==> config.mk <==
export PLATFORM = sky130hd
export DESIGN_NAME = icdp_top
export DESIGN_NICKNAME = d
export VERILOG_FILES = /design/src/icdp_pkg.sv /design/src/icdp_sref_sync.sv /design/src/icdp_top.sv
export SDC_FILE = /design/constraint.sdc
export NUM_CORES = 1
export LEC_CHECK = 0
export BUFFER_PORTS_ARGS = -buffer_cell sky130_fd_sc_hd__buf_2
export CELL_PAD_IN_SITES_DETAIL_PLACEMENT = 0
export CELL_PAD_IN_SITES_GLOBAL_PLACEMENT = 1
export CORE_MARGIN = 2
export CORE_UTILIZATION = 28
export DETAILED_ROUTE_END_ITERATION = 12
export PLACE_DENSITY_LB_ADDON = 0.1
export SLEW_MARGIN = 30
export SYNTH_ARGS = -nofsm -noshare
export SYNTH_HDL_FRONTEND = slang
export SYNTH_HIERARCHICAL = 1
export SYNTH_SLANG_ARGS = --single-unit
==> constraint.sdc <==
create_clock -name clk_sys_i -period 2 [get_ports clk_sys_i]
set_input_delay 0.3 -clock clk_sys_i [delete_from_list [all_inputs] [get_ports clk_sys_i]]
set_output_delay 0.3 -clock clk_sys_i [all_outputs]
set_load 0.02 [all_outputs]
==> src/icdp_pkg.sv <==
// constants shared by the input clock divider phase block
package icdp_pkg;
	// register indices as printed; byte address is four times the index
	localparam logic [9:0]  IDX_RATIO = 10'h108;
	localparam logic [9:0]  IDX_PHASE = 10'h109;
	localparam logic [9:0]  IDX_SREF  = 10'h10a;
	localparam logic [9:0]  IDX_CAPT  = 10'h129;
	localparam logic [11:0] ADDR_RATIO = {IDX_RATIO, 2'b00};
	localparam logic [11:0] ADDR_PHASE = {IDX_PHASE, 2'b00};
	localparam logic [11:0] ADDR_SREF  = {IDX_SREF, 2'b00};
	localparam logic [11:0] ADDR_CAPT  = {IDX_CAPT, 2'b00};
	// field positions
	localparam int RATIO_LSB  = 0;
	localparam int PHASE_LSB  = 0;
	localparam int AUTO_BIT   = 7;
	localparam int NEG_LSB    = 2;
	localparam int POS_LSB    = 0;
	localparam int CAPT_LSB   = 0;
	// reset values
	localparam logic [2:0] RATIO_RST = 3'h0;
	localparam logic [3:0] PHASE_RST = 4'h0;
	localparam logic       AUTO_RST  = 1'b0;
	localparam logic [1:0] SKEW_RST  = 2'h0;
	localparam logic [3:0] CAPT_RST  = 4'h0;
	// divide ratio codes
	localparam logic [2:0] DIV_BY1 = 3'h0;
	localparam logic [2:0] DIV_BY2 = 3'h1;
	localparam logic [2:0] DIV_BY4 = 3'h3;
endpackage

==> src/icdp_sref_sync.sv <==
// two-stage synchroniser and rising edge detect for the timing reference
`timescale 1ns/1ps
`default_nettype none
module icdp_sref_sync (
	// clock and reset
	input  wire logic clk_sys_i,
	input  wire logic reset_i,
	// reference pin and captured event
	input  wire logic sref_pin_i,
	output logic      sref_edge_o
);
	typedef struct packed {
		logic meta;
		logic sync;
		logic last;
	} icdp_sync_s;

	icdp_sync_s st_q;
	icdp_sync_s st_d;

	// meta feeds only sync; the edge compares the two settled stages
	always_comb begin
		st_d      = st_q;
		st_d.meta = sref_pin_i;
		st_d.sync = st_q.meta;
		st_d.last = st_q.sync;
	end

	always_ff @(posedge clk_sys_i) begin
		if (reset_i) begin
			st_q <= '0;
		end else begin
			st_q <= st_d;
		end
	end

	assign sref_edge_o = st_q.sync & ~st_q.last;
endmodule // icdp_sref_sync
`default_nettype wire

==> src/icdp_top.sv <==
// input clock divider with local and reference-driven phase control
//
// The APB slave port was decided locally.
`timescale 1ns/1ps
`default_nettype none
module icdp_top (
	// clock and reset
	input  wire logic        clk_sys_i,
	input  wire logic        reset_i,
	// apb slave
	input  wire logic        psel_i,
	input  wire logic        penable_i,
	input  wire logic        pwrite_i,
	input  wire logic [11:0] paddr_i,
	input  wire logic [31:0] pwdata_i,
	output logic      [31:0] prdata_o,
	output logic             pready_o,
	output logic             pslverr_o,
	// timing reference pin
	input  wire logic        sref_pin_i,
	// divider outputs
	output logic             div_tick_o,
	output logic             div_clk_o,
	output logic             clk_invert_o,
	output logic      [3:0]  phase_offset_o
);
	typedef struct packed {
		logic [2:0]  ratio;
		logic [3:0]  local_ph;
		logic        auto_en;
		logic [1:0]  neg_win;
		logic [1:0]  pos_win;
		logic [3:0]  capt;
		logic [1:0]  cnt;
		logic        tick;
		logic        dclk;
		logic [31:0] rdata;
	} icdp_state_s;

	icdp_state_s st_q;
	icdp_state_s st_d;

	logic       sref_edge;
	logic       wr_acc;
	logic       rd_setup;
	logic       hit;
	logic [1:0] mask;
	logic [3:0] eff_off;
	logic [1:0] ph;
	logic [3:0] half_pos;
	logic       in_win;
	logic       accept;

	// unknown ratio codes fall back to divide by one
	function automatic logic [1:0] ratio_mask(input logic [2:0] code);
		if (code == icdp_pkg::DIV_BY2) begin
			return 2'h1;
		end else if (code == icdp_pkg::DIV_BY4) begin
			return 2'h3;
		end else begin
			return 2'h0;
		end
	endfunction

	function automatic logic addr_is(input logic [11:0] a,
		input logic [11:0] b);
		return a == b;
	endfunction

	icdp_sref_sync u_sync (
		.clk_sys_i   (clk_sys_i),
		.reset_i     (reset_i),
		.sref_pin_i  (sref_pin_i),
		.sref_edge_o (sref_edge)
	);

	assign wr_acc   = psel_i & penable_i & pwrite_i & hit;
	assign rd_setup = psel_i & ~penable_i & ~pwrite_i;
	assign hit = addr_is(paddr_i, icdp_pkg::ADDR_RATIO) |
		addr_is(paddr_i, icdp_pkg::ADDR_PHASE) |
		addr_is(paddr_i, icdp_pkg::ADDR_SREF) |
		addr_is(paddr_i, icdp_pkg::ADDR_CAPT);

	assign mask = ratio_mask(st_q.ratio);
	// without auto adjust the local code alone sets the phase
	assign eff_off = st_q.auto_en ? 4'(st_q.capt + st_q.local_ph)
		: st_q.local_ph;
	// whole-cycle part of the delay, folded into the divide period
	assign ph = 2'(st_q.cnt + 2'h1 - eff_off[2:1]) & mask;

	// capture position after the divider edge, in half input cycles
	assign half_pos = {1'b0, st_q.cnt, 1'b0};
	// windows are only meaningful while their sum stays below the ratio
	assign in_win = (half_pos != 4'h0) &&
		((half_pos <= {2'b00, st_q.pos_win}) ||
		((({1'b0, mask, 1'b0} + 4'h2 - half_pos) & 4'hf)
		<= {2'b00, st_q.neg_win}));
	assign accept = sref_edge & st_q.auto_en & ~in_win;

	always_comb begin
		st_d      = st_q;
		st_d.cnt  = (st_q.cnt + 2'h1) & mask;
		st_d.tick = (ph == 2'h0);
		if (mask == 2'h0) begin
			st_d.dclk = 1'b1;
		end else begin
			st_d.dclk = (ph <= (mask >> 1));
		end
		// realign: store the phase seen at capture, only when enabled
		if (accept) begin
			st_d.capt = half_pos;
		end
		if (wr_acc) begin
			if (addr_is(paddr_i, icdp_pkg::ADDR_RATIO)) begin
				st_d.ratio = pwdata_i[icdp_pkg::RATIO_LSB +: 3];
			end else if (addr_is(paddr_i, icdp_pkg::ADDR_PHASE)) begin
				st_d.local_ph = pwdata_i[icdp_pkg::PHASE_LSB +: 4];
			end else if (addr_is(paddr_i, icdp_pkg::ADDR_SREF)) begin
				st_d.auto_en = pwdata_i[icdp_pkg::AUTO_BIT];
				st_d.neg_win = pwdata_i[icdp_pkg::NEG_LSB +: 2];
				st_d.pos_win = pwdata_i[icdp_pkg::POS_LSB +: 2];
			end
		end
		// read data is latched in the setup cycle so it comes from a flop
		if (rd_setup) begin
			st_d.rdata = 32'h0;
			if (addr_is(paddr_i, icdp_pkg::ADDR_RATIO)) begin
				st_d.rdata[icdp_pkg::RATIO_LSB +: 3] = st_q.ratio;
			end else if (addr_is(paddr_i, icdp_pkg::ADDR_PHASE)) begin
				st_d.rdata[icdp_pkg::PHASE_LSB +: 4] = st_q.local_ph;
			end else if (addr_is(paddr_i, icdp_pkg::ADDR_SREF)) begin
				st_d.rdata[icdp_pkg::AUTO_BIT]       = st_q.auto_en;
				st_d.rdata[icdp_pkg::NEG_LSB +: 2]   = st_q.neg_win;
				st_d.rdata[icdp_pkg::POS_LSB +: 2]   = st_q.pos_win;
			end else if (addr_is(paddr_i, icdp_pkg::ADDR_CAPT)) begin
				st_d.rdata[icdp_pkg::CAPT_LSB +: 4]  = st_q.capt;
			end
		end
	end

	always_ff @(posedge clk_sys_i) begin
		if (reset_i) begin
			st_q          <= '0;
			st_q.ratio    <= icdp_pkg::RATIO_RST;
			st_q.local_ph <= icdp_pkg::PHASE_RST;
			st_q.auto_en  <= icdp_pkg::AUTO_RST;
			st_q.neg_win  <= icdp_pkg::SKEW_RST;
			st_q.pos_win  <= icdp_pkg::SKEW_RST;
			st_q.capt     <= icdp_pkg::CAPT_RST;
		end else begin
			st_q <= st_d;
		end
	end

	// zero wait states; unmapped addresses answer with an error
	assign pready_o       = 1'b1;
	assign pslverr_o      = psel_i & penable_i & ~hit;
	assign prdata_o       = st_q.rdata;
	assign div_tick_o     = st_q.tick;
	assign div_clk_o      = st_q.dclk;
	// odd offset codes select the inverted input clock
	assign clk_invert_o   = eff_off[0];
	assign phase_offset_o = eff_off;

	// helper for the assertions: anything that may move the phase
	logic cfg_chg;
	assign cfg_chg = wr_acc | accept;
endmodule // icdp_top
`default_nettype wire

==> impl_metrics.json <==
{
  "status": "finished, violations left",
  "violations": "negative setup slack",
  "finalWirelength_um": 4090,
  "pwr-share-seq_pct": 54.4,
  "power_uw": 961,
  "synthFlopType": "dfxtp_1",
  "async_flop_share_pct": 0,
  "gp_congestion": 0.770,
  "synth-simple-area-share_pct": 22.7,
  "holdBufCountCts": 0,
  "vias": 1415,
  "hold_viol": 0,
  "synth-edff-count": 0,
  "p_leak_nw": 0.845,
  "synth_top_family_by_area": "simple AND/OR/NAND/NOR gates",
  "core_sq_mm": 0.00596,
  "min_period_ns": 2.15,
  "synth_cell_types": 46,
  "grt_pass1_vias": 1337,
  "cts_sinks": 26,
  "insertedDiodeCount": 0,
  "dpl.hpwl_um": 3140,
  "crit_path_end_kind": "flip-flop",
  "antenna_found_initial": 0,
  "ir_worst_vdd_mv": 0.216,
  "die_h_um": 82.8,
  "clock-root-buffer": "clkbuf_8",
  "synthTopCellsByArea": "dfxtp_1, buf_4, a21oi_1",
  "setup_tns_ns": -0.246,
  "synth_compound_area_share_pct": 15.3,
  "pin_count": 91,
  "io_buffers": 35,
  "cts_tree": "done",
  "yosys.area_share.adder_pct": 8.07,
  "grt_first_pass_wirelength_um": 6770,
  "clock.fmax_mhz": 464,
  "switching_share_pct": 28.1,
  "start_util_pct": 29.2,
  "syn_inst": 206,
  "max_slew_margin_pct": 65.2,
  "min_period_over_period_pct": 108,
  "clkLatencyLatePin_ns": 0.27,
  "p_sw_uw": 270,
  "seq_area_sq_um": 524,
  "dieArea_sq_mm": 0.00685,
  "syn_area_sq_mm": 0.00174,
  "synth_seq_area_share_pct": 30.0,
  "cp_data_required_time_ns": 2.21,
  "cell_internal_pwr_uw": 690,
  "firstDrtPassIters": 4,
  "multiInputGateArea_sq_mm": 0.00103,
  "finalSetupViolations": 3,
  "stdcell_count": 319,
  "wl_per_cell_um": 12.8,
  "clkTransAtPathRegs_ns": 0.10,
  "rsz0062_at_grt": "true",
  "synth-xor-area-share_pct": 2.02,
  "tightestPinTransition_ns": 0.522,
  "synth_largest_area_cell": "dfxtp_1",
  "finalWorstSetupSlack_ns": -0.154,
  "final.fill_count": 644,
  "maxCapViolations": 0,
  "cp_max_fo": 4,
  "final.setup_skew_ns": 0.00488,
  "drc": 0,
  "numCtsBuffers": 3,
  "clock_path_buffers": 2,
  "cts_max_level": 1,
  "pwr-share-comb_pct": 13.5,
  "syn-mean-instance-area_sq_um": 8.43,
  "overflow": 0,
  "ant_nets": 0,
  "layout-drive-gt1-share_pct": 31.6,
  "dp.cells": 315,
  "grt_use_total_pct": 13.1,
  "power_frac_clock_pct": 32.1,
  "worst-setup-path-type": "flip-flop to flip-flop",
  "viasPerCell": 4.44,
  "fp.dieW_um": 82.8,
  "nets": 306,
  "ys_warn_count": 6,
  "start_kind": "flip-flop",
  "hold_ws_ns": 0.230,
  "report.final.slew_viol_count": 0,
  "power_density_mw_per_mm2": 472,
  "ys_seq_elements": 26,
  "layout_commonest_cell": "buf_2",
  "synth_top_area_share_pct": 30.0,
  "hold_path.class": "input port to flip-flop",
  "drt_iter0_drc": 41,
  "area_growth_pct": 17.1,
  "final_cell_mix": "buf_2, conb_1, dfxtp_1, buf_4, a21oi_1",
  "grt_max_degree": 27,
  "critPathArrivalTime_ns": 2.37,
  "rows": 28,
  "synth_mux_area_share_pct": 1.87
}
==> cell families after synthesis <==
group	count (synthesis)
xor+xnor	4
compound gates	45
fa+ha+maj	10
simple gates	63
other cells	2
flops	26
mux	3
buf+inv	53
==> critical path, stage by stage (launching register included) <==
cell       delay, ns
dfxtp_2         0.33
nor2b_4         0.13
ha_1            0.29
inv_1           0.06
fa_2            0.40
xnor2_2         0.20
a2111oi_4       0.07
or4_4           0.49
a21oi_2         0.11
==> stage by stage <==
step	setup slack, ns	util (%)	cell area, sq um
final	-0.154	34.2	2030
after global routing	-0.241	34.2	2030
after CTS	-0.173	33.8	2010
after detailed placement	-0.244	32.8	1960
after global placement	-0.231	32.8	1960
after floorplan	-0.0348	-	1870
==> path summary, 6_finish.rpt <==
path / start / to / slack [ns] / cells past startpoint
setup / recovery: st_q[49] / st_q[37] / -0.15 / 8
hold reg to reg: prdata_o[0] / prdata_o[0] / 0.45 / 2
hold / removal: sref_pin_i / u_sync/st_d[1] / 0.23 / 2
setup reg to reg: st_q[49] / st_q[37] / -0.15 / 8
==> layer usage <==
layer / part of all wire, % / vias up / GRT usage [%]
met2: 49 / 32 / 21.9
li1: - / 726 / -
met5: 0 / - / 0
met4: 0.83 / 0 / 3.93
met1: 48 / 655 / 17.6
met3: 2.7 / 2 / 1.63
==> registers in the layout, summed over array words and instances, names as in the netlist <==
signal,count
half_pos,2
prdata_o,5
div_clk_o,1
u_sync/st_q,1
u_sync/st_d,2
div_tick_o,1
st_q,14
==> power by group through the flow <==
stage | Clock (mW) | Combinational, mW | Sequential [mW]
global placement | 0 | 0.130 | 0.535
global route | 0.344 | 0.144 | 0.524
CTS | 0.330 | 0.129 | 0.523
detailed placement | 0 | 0.129 | 0.535
floorplan | 0 | 0.127 | 0.538
finish | 0.309 | 0.129 | 0.523
==> final cells by class <==
class | instances | share of cell area [%]
tap | 75 | 4.61
timing repair buffer | 52 | 15.1
clock buffer | 3 | 2.03
multi-input combinational | 153 | 50.6
inverter | 10 | 1.85
sequential | 26 | 25.8
==> cells in the mapped netlist, drive strengths merged (2+ instances only) <==
library cell and count:
a21oi 20, o21ai 13, dfxtp 26, conb 2
a211oi 3, and2 2, nor3 3, clkbuf 4
mux2 2, xnor2 4, nor3b 2, nor2 6
nand2b 3, buf 39, or3 2, nor2b 7
nand4 2, ha 8, nand2 7, fa 2
nand3 14, inv 10, and3 4, o31ai 2
nand3b 3
==> repair_timing <==
| item | 4_1_cts | 5_1_grt |
|---|---|---|
| buffers inserted | 2 | 0 |
| setup endpoints to repair | 4 | 4 |
| pin swaps | 5 | 5 |
| endpoints found under the hold margin | 0 | 0 |
| gates resized for setup | 4 | 3 |
Note: power is estimated with default switching activity, not from simulation.
